`src/design/frt_pkg.sv`:
```
package frt_pkg;

  // ----------------------------------------
  // counter values
  // ----------------------------------------
  localparam logic [15:0] FRT_COUNT_RESET = 16'hFFFC;
  localparam logic [15:0] FRT_COUNT_TOP = 16'hFFFF;
  localparam logic [15:0] FRT_COUNT_ONE = 16'h0001;

  // ----------------------------------------
  // register byte addresses
  // ----------------------------------------
  localparam logic [7:0] FRT_OFF_MAIN_HIGH = 8'h00;
  localparam logic [7:0] FRT_OFF_MAIN_LOW = 8'h04;
  localparam logic [7:0] FRT_OFF_SHADOW_HIGH = 8'h08;
  localparam logic [7:0] FRT_OFF_SHADOW_LOW = 8'h0C;
  localparam logic [7:0] FRT_OFF_STATUS = 8'h10;
  localparam logic [7:0] FRT_OFF_CONTROL_ONE = 8'h14;
  localparam logic [7:0] FRT_OFF_CONTROL_TWO = 8'h18;

  // ----------------------------------------
  // field positions and reset values
  // ----------------------------------------
  localparam int FRT_STAT_OVF_BIT = 7;
  localparam int FRT_CTL1_OVIE_BIT = 5;
  localparam int FRT_CTL2_EDGE_BIT = 2;
  localparam int FRT_CTL2_PRESC_LSB = 0;
  localparam logic FRT_OVIE_RESET = 1'b0;
  localparam logic FRT_EDGE_RESET = 1'b0;
  localparam logic [1:0] FRT_PRESC_RESET = 2'h0;

  // ----------------------------------------
  // prescale_select encoding
  // ----------------------------------------
  localparam logic [1:0] FRT_PRESC_DIV4 = 2'h0;
  localparam logic [1:0] FRT_PRESC_DIV2 = 2'h1;
  localparam logic [1:0] FRT_PRESC_DIV8 = 2'h2;
  localparam logic [1:0] FRT_PRESC_EXT = 2'h3;

  // ----------------------------------------
  // helpers
  // ----------------------------------------
  function automatic logic [31:0] frt_word(input logic [7:0] b);
    frt_word = {24'h000000, b};
  endfunction : frt_word

endpackage : frt_pkg

```
`src/design/frt_tick_if.sv`:
```
// ----------------------------------------
// carrier between timer core and tick gen
// ----------------------------------------
interface frt_tick_if;
  logic [1:0] prescale_select;
  logic ext_edge_select;
  logic halt;
  logic tick;

  modport ctl (
    output prescale_select,
    output ext_edge_select,
    output halt,
    input tick
  );

  modport gen (
    input prescale_select,
    input ext_edge_select,
    input halt,
    output tick
  );
endinterface : frt_tick_if

```
`src/design/frt_tick_gen.sv`:
```
module frt_tick_gen #(
  parameter bit PIN_BONDED = 1'b1 // 0: pin not bonded out
) (
  input wire logic core_clk_i, // cpu clock
  input wire logic nrst_i, // async reset, low
  input wire logic ext_pin_i, // external_timer_clock_pin
  frt_tick_if.gen tif // control and tick
);
  import frt_pkg::*;

  logic ext_meta_reg;
  logic ext_sync_reg;
  logic ext_prev_reg;
  logic [2:0] div_reg;
  logic [2:0] div_next;

  // ----------------------------------------
  // external pin
  // ----------------------------------------
  wire ext_level = PIN_BONDED ? ext_pin_i : 1'b1;

  // first stage on the falling cpu edge so counting lines up with
  // it; costs half a cycle of settling time
  always_ff @(negedge core_clk_i or negedge nrst_i) begin
    if (!nrst_i) begin
      ext_meta_reg <= 1'b1;
    end else begin
      ext_meta_reg <= ext_level;
    end
  end

  always_ff @(posedge core_clk_i or negedge nrst_i) begin
    if (!nrst_i) begin
      ext_sync_reg <= 1'b1;
      ext_prev_reg <= 1'b1;
    end else begin
      ext_sync_reg <= ext_meta_reg;
      ext_prev_reg <= ext_sync_reg;
    end
  end

  wire ext_rise = ext_sync_reg & ~ext_prev_reg;
  wire ext_fall = ~ext_sync_reg & ext_prev_reg;
  wire ext_edge = tif.ext_edge_select ? ext_rise : ext_fall;

  // ----------------------------------------
  // prescaler
  // ----------------------------------------
  assign div_next = tif.halt ? div_reg : div_reg + 3'h1;

  always_ff @(posedge core_clk_i or negedge nrst_i) begin
    if (!nrst_i) begin
      div_reg <= 3'h0;
    end else begin
      div_reg <= div_next;
    end
  end

  wire is_ext = tif.prescale_select == FRT_PRESC_EXT;
  wire div_hit =
    (tif.prescale_select == FRT_PRESC_DIV2) ? div_reg[0] :
    (tif.prescale_select == FRT_PRESC_DIV4) ? &div_reg[1:0] :
    &div_reg;

  // halt freezes both sources
  assign tif.tick = ~tif.halt & (is_ext ? ext_edge : div_hit);
endmodule : frt_tick_gen

```
`src/design/frt_timer_top.sv`:
```
// What this block does
// - 16-bit free running up-counter, read as high and low byte.
// - main and shadow count views always show the same value.
// - writing either low byte reloads the counter with FFFC.
// - counter starts at FFFC after reset; FFFC is its only load.
// - counter advances at cpu clock over 2, 4, 8 or external.
// - external clock used only when both select bits are one.
// - ext_edge_select picks rising or falling external edge.
// - external counting is synchronised to falling cpu edge.
// - high byte read first latches the matching low byte.
// - latched low byte holds until low byte is read.
// - after a finished sequence, low read gives live low byte.
// - wrap from FFFF to 0000 sets overflow_flag.
// - irq while flag, enable set and global mask clear.
// - status read with flag set, then main low access clears.
// - shadow low accesses never clear overflow_flag.
// - counter keeps running in wait mode.
// - halt stops the counter; reset restarts from FFFC.
// - a non-bonded timer input reads as constant one.
// - timer instances share nothing and each counts from its own inputs.
module frt_timer_top #(
  parameter bit PIN_BONDED = 1'b1 // 0: ext pin not bonded
) (
  input wire logic core_clk_i, // cpu clock, 20 MHz
  input wire logic nrst_i, // async reset, low
  input wire logic psel_i, // apb select
  input wire logic penable_i, // apb enable
  input wire logic pwrite_i, // apb direction
  input wire logic [7:0] paddr_i, // apb byte address
  input wire logic [31:0] pwdata_i, // apb write data
  output logic [31:0] prdata_o, // apb read data
  output logic pready_o, // apb ready
  output logic pslverr_o, // apb error
  input wire logic ext_clk_pin_i, // external_timer_clock_pin
  input wire logic halt_i, // device in halt mode
  input wire logic global_mask_i, // cpu interrupt mask
  output logic irq_o // overflow interrupt request
);
  import frt_pkg::*;

  // ----------------------------------------
  // state
  // ----------------------------------------
  logic [15:0] count_reg;
  logic [15:0] count_next;
  logic [7:0] low_latch_reg;
  logic [7:0] low_latch_next;
  logic latched_reg;
  logic latched_next;
  logic overflow_flag_reg;
  logic overflow_flag_next;
  logic clear_armed_reg;
  logic clear_armed_next;
  logic overflow_irq_enable_reg;
  logic [1:0] prescale_select_reg;
  logic ext_edge_select_reg;
  logic [31:0] prdata_reg;
  logic [31:0] prdata_next;

  // ----------------------------------------
  // tick generator
  // ----------------------------------------
  frt_tick_if tif ();

  assign tif.prescale_select = prescale_select_reg;
  assign tif.ext_edge_select = ext_edge_select_reg;
  // wait mode has no input here: counter simply keeps going
  assign tif.halt = halt_i;

  frt_tick_gen #(
    .PIN_BONDED(PIN_BONDED)
  ) u_tick (
    .core_clk_i(core_clk_i),
    .nrst_i(nrst_i),
    .ext_pin_i(ext_clk_pin_i),
    .tif(tif)
  );

  wire tick = tif.tick;

  // ----------------------------------------
  // apb decode
  // ----------------------------------------
  // reads act in the setup cycle so the sampled byte and the latched
  // low byte come from the same count value
  wire setup = psel_i & ~penable_i;
  wire access = psel_i & penable_i;
  wire rd_setup = setup & ~pwrite_i;
  wire wr_access = access & pwrite_i;

  wire hit_main_high = paddr_i == FRT_OFF_MAIN_HIGH;
  wire hit_main_low = paddr_i == FRT_OFF_MAIN_LOW;
  wire hit_shadow_high = paddr_i == FRT_OFF_SHADOW_HIGH;
  wire hit_shadow_low = paddr_i == FRT_OFF_SHADOW_LOW;
  wire hit_status = paddr_i == FRT_OFF_STATUS;
  wire hit_ctl1 = paddr_i == FRT_OFF_CONTROL_ONE;
  wire hit_ctl2 = paddr_i == FRT_OFF_CONTROL_TWO;
  wire hit_high = hit_main_high | hit_shadow_high;
  wire hit_low = hit_main_low | hit_shadow_low;
  wire mapped = hit_high | hit_low | hit_status | hit_ctl1 | hit_ctl2;

  wire rd_high = rd_setup & hit_high;
  wire rd_low = rd_setup & hit_low;
  wire wr_low = wr_access & hit_low;
  // only the main low view takes part in clearing the flag
  wire main_low_touch = (rd_setup | wr_access) & hit_main_low;

  // no wait states; unmapped addresses answer with an error
  assign pready_o = 1'b1;
  assign pslverr_o = access & ~mapped;
  assign prdata_o = prdata_reg;

  // ----------------------------------------
  // counter
  // ----------------------------------------
  // a reload in the same cycle wins, so no rollover happens then
  wire wrap = tick & ~wr_low & (count_reg == FRT_COUNT_TOP);

  always_comb begin
    count_next = count_reg;
    if (wr_low) begin
      count_next = FRT_COUNT_RESET;
    end else if (tick) begin
      count_next = count_reg + FRT_COUNT_ONE;
    end
  end

  // ----------------------------------------
  // 16-bit read sequence
  // ----------------------------------------
  always_comb begin
    low_latch_next = low_latch_reg;
    latched_next = latched_reg;
    if (rd_high && !latched_reg) begin
      low_latch_next = count_reg[7:0];
      latched_next = 1'b1;
    end else if (rd_low) begin
      latched_next = 1'b0;
    end
  end

  // repeated high reads leave the latch alone
  wire [7:0] low_view = latched_reg ? low_latch_reg :
    count_reg[7:0];

  // ----------------------------------------
  // overflow flag
  // ----------------------------------------
  wire overflow_clear = main_low_touch & clear_armed_reg;

  always_comb begin
    // a wrap in the clearing cycle keeps the flag set
    overflow_flag_next = wrap |
      (overflow_flag_reg & ~overflow_clear);
    clear_armed_next = clear_armed_reg;
    if (overflow_clear) begin
      clear_armed_next = 1'b0;
    end else if (rd_setup && hit_status && overflow_flag_reg) begin
      clear_armed_next = 1'b1;
    end
  end

  // pending flag raises the request once enable and mask allow it
  assign irq_o = overflow_flag_reg & overflow_irq_enable_reg &
    ~global_mask_i;

  // ----------------------------------------
  // read data
  // ----------------------------------------
  wire [7:0] status_byte =
    8'(overflow_flag_reg) << FRT_STAT_OVF_BIT;
  wire [7:0] ctl1_byte =
    8'(overflow_irq_enable_reg) << FRT_CTL1_OVIE_BIT;
  wire [7:0] ctl2_byte =
    (8'(ext_edge_select_reg) << FRT_CTL2_EDGE_BIT) |
    (8'(prescale_select_reg) << FRT_CTL2_PRESC_LSB);

  wire [7:0] rd_byte =
    hit_high ? count_reg[15:8] :
    hit_low ? low_view :
    hit_status ? status_byte :
    hit_ctl1 ? ctl1_byte :
    hit_ctl2 ? ctl2_byte : 8'h00;

  assign prdata_next = rd_setup ? frt_word(rd_byte) : prdata_reg;

  // ----------------------------------------
  // flip-flops
  // ----------------------------------------
  // every instance holds all of its own state
  always_ff @(posedge core_clk_i or negedge nrst_i) begin
    if (!nrst_i) begin
      count_reg <= FRT_COUNT_RESET;
      low_latch_reg <= 8'h00;
      latched_reg <= 1'b0;
      overflow_flag_reg <= 1'b0;
      clear_armed_reg <= 1'b0;
      prdata_reg <= 32'h00000000;
    end else begin
      count_reg <= count_next;
      low_latch_reg <= low_latch_next;
      latched_reg <= latched_next;
      overflow_flag_reg <= overflow_flag_next;
      clear_armed_reg <= clear_armed_next;
      prdata_reg <= prdata_next;
    end
  end

  always_ff @(posedge core_clk_i or negedge nrst_i) begin
    if (!nrst_i) begin
      overflow_irq_enable_reg <= FRT_OVIE_RESET;
      prescale_select_reg <= FRT_PRESC_RESET;
      ext_edge_select_reg <= FRT_EDGE_RESET;
    end else if (wr_access && hit_ctl1) begin
      overflow_irq_enable_reg <= pwdata_i[FRT_CTL1_OVIE_BIT];
    end else if (wr_access && hit_ctl2) begin
      prescale_select_reg <= pwdata_i[FRT_CTL2_PRESC_LSB +: 2];
      ext_edge_select_reg <= pwdata_i[FRT_CTL2_EDGE_BIT];
    end
  end
endmodule : frt_timer_top

```
`config.mk`:
```
export PLATFORM = sky130hd
export DESIGN_NAME = frt_timer_top
export DESIGN_NICKNAME = d
export VERILOG_FILES = /design/src/design/frt_pkg.sv /design/src/design/frt_tick_if.sv /design/src/design/frt_tick_gen.sv /design/src/design/frt_timer_top.sv
export SDC_FILE = /design/constraint.sdc
export NUM_CORES = 1
export LEC_CHECK = 0
export ABC_AREA = 1
export ABC_CLOCK_PERIOD_IN_PS = 1780
export BUFFER_PORTS_ARGS = -buffer_cell sky130_fd_sc_hd__buf_2
export CORE_AREA = 2 2 97 99
export CTS_BUF_LIST = sky130_fd_sc_hd__clkbuf_4 sky130_fd_sc_hd__clkbuf_8 sky130_fd_sc_hd__clkbuf_16
export DETAILED_ROUTE_END_ITERATION = 10
export DIE_AREA = 0 0 99 101
export GPL_ROUTABILITY_DRIVEN = 0
export GPL_TIMING_DRIVEN = 0
export MAX_ROUTING_LAYER = met4
export SLEW_MARGIN = 10
export SYNTH_ARGS = -nofsm -noshare
export SYNTH_HDL_FRONTEND = slang
export SYNTH_SLANG_ARGS = --single-unit
```
`constraint.sdc`:
```
create_clock -name core_clk_i -period 1.78 [get_ports core_clk_i]
set_clock_uncertainty 0.2 [all_clocks]
set_input_delay 0.178 -clock core_clk_i [delete_from_list [all_inputs] [get_ports core_clk_i]]
set_output_delay 0.178 -clock core_clk_i [all_outputs]
set_load 0.01 [all_outputs]
```
# Word-level counts from Yosys, hierarchy flattened
# Index checks and enable logic that the tools add are counted.
dict set report classes {
  addsub 2
  eq_ne 9
  muxes 16
  bitwise_logic 37
  n_reduce_logical 14
}
# op count
set ops {}
lappend ops {{2-to-1 mux 16 bit} 2}
lappend ops {{2-to-1 mux 8 bit} 4}
lappend ops {{== test 8 x 5 -> 1 bit (second input constant)} 3}
lappend ops {{AND 1 bit} 18}
lappend ops {{adder 16 x 1 -> 16 bit (second input constant)} 1}
lappend ops {{== test 16 bit (second input constant)} 1}
lappend ops {{== test 8 x 4 -> 1 bit (second input constant)} 2}
lappend ops {{inverter 1 bit} 10}
lappend ops {{== test 8 x 3 -> 1 bit (second input constant)} 1}
lappend ops {{zero test 8 bit} 1}
lappend ops {{2-to-1 mux 1 bit} 8}
lappend ops {{bitwise OR 1 bit} 8}
lappend ops {{2-to-1 mux 6 bit} 1}
lappend ops {{nonzero test 2 bit} 3}
lappend ops {{logical AND 1 bit} 5}
lappend ops {{AND reduction 2 bit} 2}
lappend ops {{adder 3 x 1 -> 3 bit (second input constant)} 1}
lappend ops {{2-to-1 mux 3 bit} 1}
lappend ops {{bitwise OR 3 x 2 -> 3 bit} 1}
lappend ops {{AND reduction 3 bit} 1}
lappend ops {{== test 2 x 1 -> 1 bit (second input constant)} 1}
lappend ops {{== test 2 bit (second input constant)} 1}
lappend ops {{zero test 2 bit} 1}
lappend ops {{zero test 1 bit} 1}
dict set report word_totals {
  regBits 45
  input_bits 48
  output_inout_bits 35
  word_cells 91
}

# Logic depth before layout (Yosys ltp)
# Gate-level depths: netlist (run 1).
dict set report logic_depth {
  ltp_word 9
  ltp_mapped 9
}

# Cells and area by module
# From an unflattened synthesis (run 1), not the netlist that was laid out.
dict set report unflattened {
  cells_unflattened 361
  hier_area_um2 2751.4
}
# mod n_inst cells_each area_per_inst_um2
set modules_own_cells {}
lappend modules_own_cells {frt_timer_top 1 331 2466.1}
lappend modules_own_cells {frt_tick_gen 1 30 285.3}

==> flow_metrics.py, run 1 <==
metrics = {
    "detailed_routing": {
        "drc": 0,
        "firstDrtPassIters": 4,
        "via_per_inst": 4.54,
        "wl_per_cell_um": 12.0,
        "wirelength_um": 6780,
        "ant_nets": 0,
        "drt_iter0_drc": 150,
        "dr_total_vias": 2569,
    },
    "clock_network": {
        "clk_latency_ns": 0.35,
        "cts_sinks": 45,
        "clk_pin_slew_ns": 0.09,
        "cts_hold_buf": 5,
        "cts_buffers": 5,
        "htreeDepth": 2,
        "cts-root-buf": "clkbuf_8",
        "cts_tree": "built",
        "clock_path_buffers": 2,
    },
    "pwr": {
        "powerDensity_nw_per_um2": 816,
        "p_comb_frac": 0.300,
        "vdd_drop_max_uv": 351,
        "power_frac_seq": 0.481,
        "power.static_leakage_uw": 0.00171,
        "clockPowerShare": 0.219,
        "p_sw_frac": 0.353,
        "switchingPower_uw": 1010,
        "p_int_uw": 1850,
    },
    "yosys": {
        "yosysMostFrequentCell": "nand2_1",
        "synth-async-reset-ratio": 1.00,
        "synth_edf_count": 0,
        "synthTopCellsByCount": "111 x nand2_1, 58 x nand3_1, 34 x inv_1",
        "synthesis.area_um2": 2900,
        "synth-seq-cells": 45,
        "synthFlopType": "dfrtp_1",
        "avgSynthCellArea_um2": 7.46,
        "syn_inst": 388,
        "ys_seq_area_frac": 0.396,
        "synth_top_area_frac": 0.242,
        "yosys.area.top_type": "dfrtp_1",
        "ys_warn_count": 0,
        "synth.distinct_cells": 32,
        "synth.area.top_cells": "dfrtp_1 24%, dfstp_2 15%, nand2_1 14%",
    },
    "global_route": {
        "grt_pass1_vias": 2408,
        "grt_antenna_before_repair": 0,
        "grt_max_degree": 46,
        "grt_usage": 0.143,
        "grt_pass1_wl_um": 11200,
        "grt-ovfl-total": 0,
    },
    "floorplanning": {
        "initial_core_util": 0.323,
        "die_x_um": 99,
        "die_area_um2": 10000,
        "rows": 35,
        "core_area_um2": 8980,
        "pin_count": 83,
        "dieHeight_um": 101,
    },
    "sta": {
        "max_slew_margin": 0.337,
        "fmax_ghz": 0.573,
        "fin_hold_ws_ns": -0.171,
        "final.setup.tns_ns": 0,
        "tightestPinTransition_ns": 0.995,
        "rsz0062_at_grt": "true",
        "min_period_ns": 1.75,
        "final-setup-viol-count": 0,
        "final_hold_viol_count": 28,
        "slew_viol_final": 0,
        "fin_crit_sh": 0.981,
    },
    "cells_and_area": {
        "num_antenna_cells": 0,
        "final_area_um2": 3500,
        "drive_above_1_share": 0.281,
        "nets": 505,
        "largest_register_ffs": 16,
        "finalNonFillerCells": 566,
        "syn_to_final_growth_pct": 21.0,
    },
    "critical_path": {
        "required_ns": 1.82,
        "crit_path_end_kind": "flop",
        "startpoint_type": "flop",
        "arrival_ns": 1.79,
        "criticalPathCategory": "flop to flop",
        "critPathMaxFanout": 5,
    },
    "place": {
        "portBuffers": 29,
        "place_hpwl_um": 4940,
        "dpl_cell_area_um2": 3270,
        "dp.cells": 551,
    },
    "run": {
        "max-cap-violations": 0,
    },
    "hold_path": {
        "hold_class": "input port to async pin",
    },
    "status": {
        "status": "complete, but fails checks",
        "violations": "hold timing",
    },
}
## kinds of logic (layout without fill, tap and decap cells)
family / after synthesis / count (layout) / share of synthesized area
compound gates: 40 / 40 / 0.0808
buf+inv: 74 / 118 / 0.135
mux: 2 / 2 / 0.00778
xor+xnor: 4 / 4 / 0.0121
simple gates: 218 / 218 / 0.352
other cells: 2 / 25 / 0.00259
fa+ha+maj: 3 / 3 / 0.0130
flops: 45 / 45 / 0.396
## layer usage
metal	vias up	share of wire	global-route usage
li1	1334	-	-
met1	1178	0.45	0.184
met2	50	0.49	0.231
met3	7	0.039	0.0201
met4	0	0.019	0.0548
met5	-	0	-
## through the flow
stage | worst slack (ns) | power [µW] | utilization
final | 0.0334 | 2860 | 0.390
after CTS | 0.00677 | 2770 | 0.380
after detailed placement | -0.232 | 2100 | 0.364
after floorplan | 0.118 | 1890 | -
after global placement | -0.211 | 2080 | 0.364
after global routing | -0.0611 | 3070 | 0.390
## cells in the final DEF, fill, tap and decap left out, types with 6 or more instances in the layout
master	count
buf_2	32
buf_4	27
conb_1	25
dfrtp_1	28
dfstp_2	17
inv_1	35
inv_2	7
nand2_1	110
nand3_1	56
nand4_1	6
nor2_1	23
nor2_2	6
o21ai_0	12
o21ai_1	12
o21ai_2	10
## worst paths after layout
path,start,endpoint,slack [ns],cells past startpoint
worst max register to register,u_tick.div_reg[0],overflow_flag_reg,0.03,7
worst min-delay path,nrst_i,u_tick.div_reg[1],-0.17,1
worst min register to register,u_tick.ext_sync_reg,u_tick.ext_prev_reg,0.18,0
min in group core_clk_i,paddr_i[3],overflow_irq_enable_reg,0.06,4
max in group asynchronous,nrst_i,u_tick.ext_meta_reg,0.21,1
worst max-delay path,u_tick.div_reg[0],overflow_flag_reg,0.03,7
## power by group through the flow
stage / clock (µW) / combinational [µW] / sequential (µW)
after floorplan: 7.03 / 545 / 1340
after global placement: 7.03 / 700 / 1370
after detailed placement: 7.03 / 713 / 1380
after CTS: 656 / 758 / 1360
after global routing: 706 / 971 / 1390
final: 626 / 858 / 1380
## critical path, stage by stage, from the launching register on
cell	delay [ns]
dfrtp_1	0.36
ha_2	0.22
nor2_1	0.06
a21oi_1	0.23
nand3_4	0.20
nor2_2	0.24
nand2_1	0.11
nand2_1	0.07
## area by class of cell
type / instances / area (µm²)
flip-flops and latches: 45 / 1150
multi-input cells: 292 / 1510
fillers: 924 / 5470
repair buffers: 37 / 235
clock buffers: 5 / 68.8
plain buffers: 32 / 236
well taps: 111 / 139
clock inverters: 4 / 17.5
inverters: 40 / 150
## what timing repair did
action / in CTS / in global routing
setup buffers: 1 / 1
pin swaps: 2 / 2
endpoints found under the hold margin: 35 / 28
gates resized for setup: 4 / 17
setup endpoints to repair: 12 / 16
cloned: 0 / 1
(Power assumes the default switching activity.)
==> run 2, diff against run 1 <==
BUFFER_PORTS_ARGS = -buffer_cell sky130_fd_sc_hd__buf_4   (was -buffer_cell sky130_fd_sc_hd__buf_2)
==> run 2 against run 1 <==
The run now ends clean. Power rose by 6.8%. Clock-buffer cell count rose by 2. Global-route usage rose by 0.12 points. Cell count rose by 0.35%.
==> flow_metrics.py, run 2 (synthesis gave the netlist of run 1 again) <==
metrics = {
    "critical_path": {
        "reg2reg_depth": 8,
        "r2r_end": "count_reg[13]",
        "critPathMaxFanout": 6,
        "arrival_ns": 1.80,
        "crit_path_end": "count_reg[13]",
        "startpoint_type": "flop",
        "required_ns": 1.84,
        "rrSetupSlack_ns": 0.04,
        "timing.rr.start": "u_tick.div_reg[0]",
        "criticalPathCategory": "flop to flop",
        "crit_path_end_kind": "flop",
        "crit_path_start": "u_tick.div_reg[0]",
    },
    "floorplanning": {
        "core_area_um2": 8980,
        "rows": 35,
        "pin_count": 83,
        "dieHeight_um": 101,
        "die_area_um2": 10000,
        "initial_core_util": 0.323,
        "die_x_um": 99,
    },
    "clock_network": {
        "clock_path_buffers": 2,
        "clk_latency_ns": 0.36,
        "clk_pin_slew_ns": 0.09,
        "cts-root-buf": "clkbuf_8",
        "htreeDepth": 2,
        "cts_sinks": 45,
        "cts_tree": "built",
        "cts_buffers": 5,
    },
    "sta": {
        "final_hold_viol_count": 0,
        "min_period_ns": 1.74,
        "final.setup.tns_ns": 0,
        "slew_viol_final": 0,
        "fin_hold_ws_ns": 0.0308,
        "fin_crit_sh": 0.979,
        "final-setup-viol-count": 0,
        "fmax_ghz": 0.574,
        "rsz0062_at_grt": "true",
    },
    "cells_and_area": {
        "nets": 507,
        "layout_common_cells": "109 x nand2_1, 55 x buf_4, 49 x nand3_1",
        "syn_to_final_growth_pct": 27.7,
        "fin_util": 0.412,
        "final_common_cell": "nand2_1",
        "largest_register_ffs": 16,
        "finalNonFillerCells": 568,
        "fillCellCount": 911,
        "drive_above_1_share": 0.304,
        "num_antenna_cells": 0,
    },
    "pwr": {
        "power.static_leakage_uw": 0.00176,
        "vdd_drop_max_uv": 299,
        "powerDensity_nw_per_um2": 826,
    },
    "detailed_routing": {
        "wl_met3_um": 377,
        "firstDrtPassIters": 5,
        "wl_per_cell_um": 12.1,
        "wirelength_um": 6880,
        "drt_iter0_drc": 167,
        "ant_nets": 0,
        "via_per_inst": 4.63,
        "met2WireLength_um": 3300,
        "wl_met1_um": 3110,
        "drc": 0,
        "dr_total_vias": 2631,
        "maxUsedRoutingLayer": "met4",
    },
    "global_route": {
        "grt_max_degree": 29,
        "grt-ovfl-total": 0,
        "grt_usage": 0.145,
        "grt_antenna_before_repair": 0,
        "grt_pass1_vias": 2354,
        "grt_pass1_wl_um": 11200,
    },
    "place": {
        "dp.cells": 551,
        "portBuffers": 29,
        "place_hpwl_um": 4970,
    },
    "status": {
        "status": "complete, no violations",
    },
    "run": {
        "max-cap-violations": 0,
    },
    "hold_path": {
        "hold_class": "input port to flop",
        "min_path_cells": 4,
    },
}
[run 2: cell type report]
type                    instances  area [µm²]  share of cell area
multi-input cells             293        1580               0.427
repair buffers                 38         330              0.0893
clock buffers                   7         108              0.0291
plain buffers                  32         236              0.0639
well taps                     111         139              0.0376
clock inverters                 2        10.0             0.00271
flip-flops and latches         45        1150               0.310
inverters                      40         150              0.0406
[run 2: worst min-delay path by stage]
stage / from / to / slack [ns]
floorplan: nrst_i / clear_armed_reg / -0.32
global placement: nrst_i / u_tick.div_reg[1] / 0.02
detailed placement: nrst_i / u_tick.div_reg[0] / 0.02
CTS: paddr_i[3] / overflow_irq_enable_reg / 0.03
global route: paddr_i[3] / overflow_irq_enable_reg / 0.06
finish: paddr_i[3] / overflow_irq_enable_reg / 0.03
[run 2: routing by layer]
layer	track usage	up-vias
met5	-	-
met3	0.0222	8
met4	0.0464	0
met1	0.194	1205
met2	0.225	77
li1	-	1341
[run 2: metrics by stage]
stage	area [µm²]	setup slack (ns)	power [µW]
floorplan	2980	0.118	1890
global placement	3340	-0.0828	2100
detailed placement	3340	-0.0865	2110
CTS	3560	0.0163	2930
global route	3700	-0.0272	3260
finish	3700	0.0369	3050
[run 2: what timing repair did]
item / in CTS / in global routing
buffers inserted: 0 / 1
cloned: 0 / 2
hold buffers: 7 / 0
hold endpoints to repair: 35 / 0
endpoints found under the setup margin: 12 / 17
pin swaps: 1 / 15
gates resized for setup: 8 / 24
[run 2: where the power goes]
group          internal, µW  leakage (µW)  switching, µW  total (µW)
registers              1220      0.000548            169        1390
logic                   383       0.00115            507         890
clock network           404     0.0000653            372         776
[run 2: worst max-delay path: stages, from the launching register on]
cell,delay (ns)
dfrtp_1,0.44
ha_4,0.19
ha_4,0.15
o21ai_2,0.11
nand2_2,0.07
nand3_4,0.20
clkbuf_16,0.20
nand3_2,0.06
nand2_1,0.07
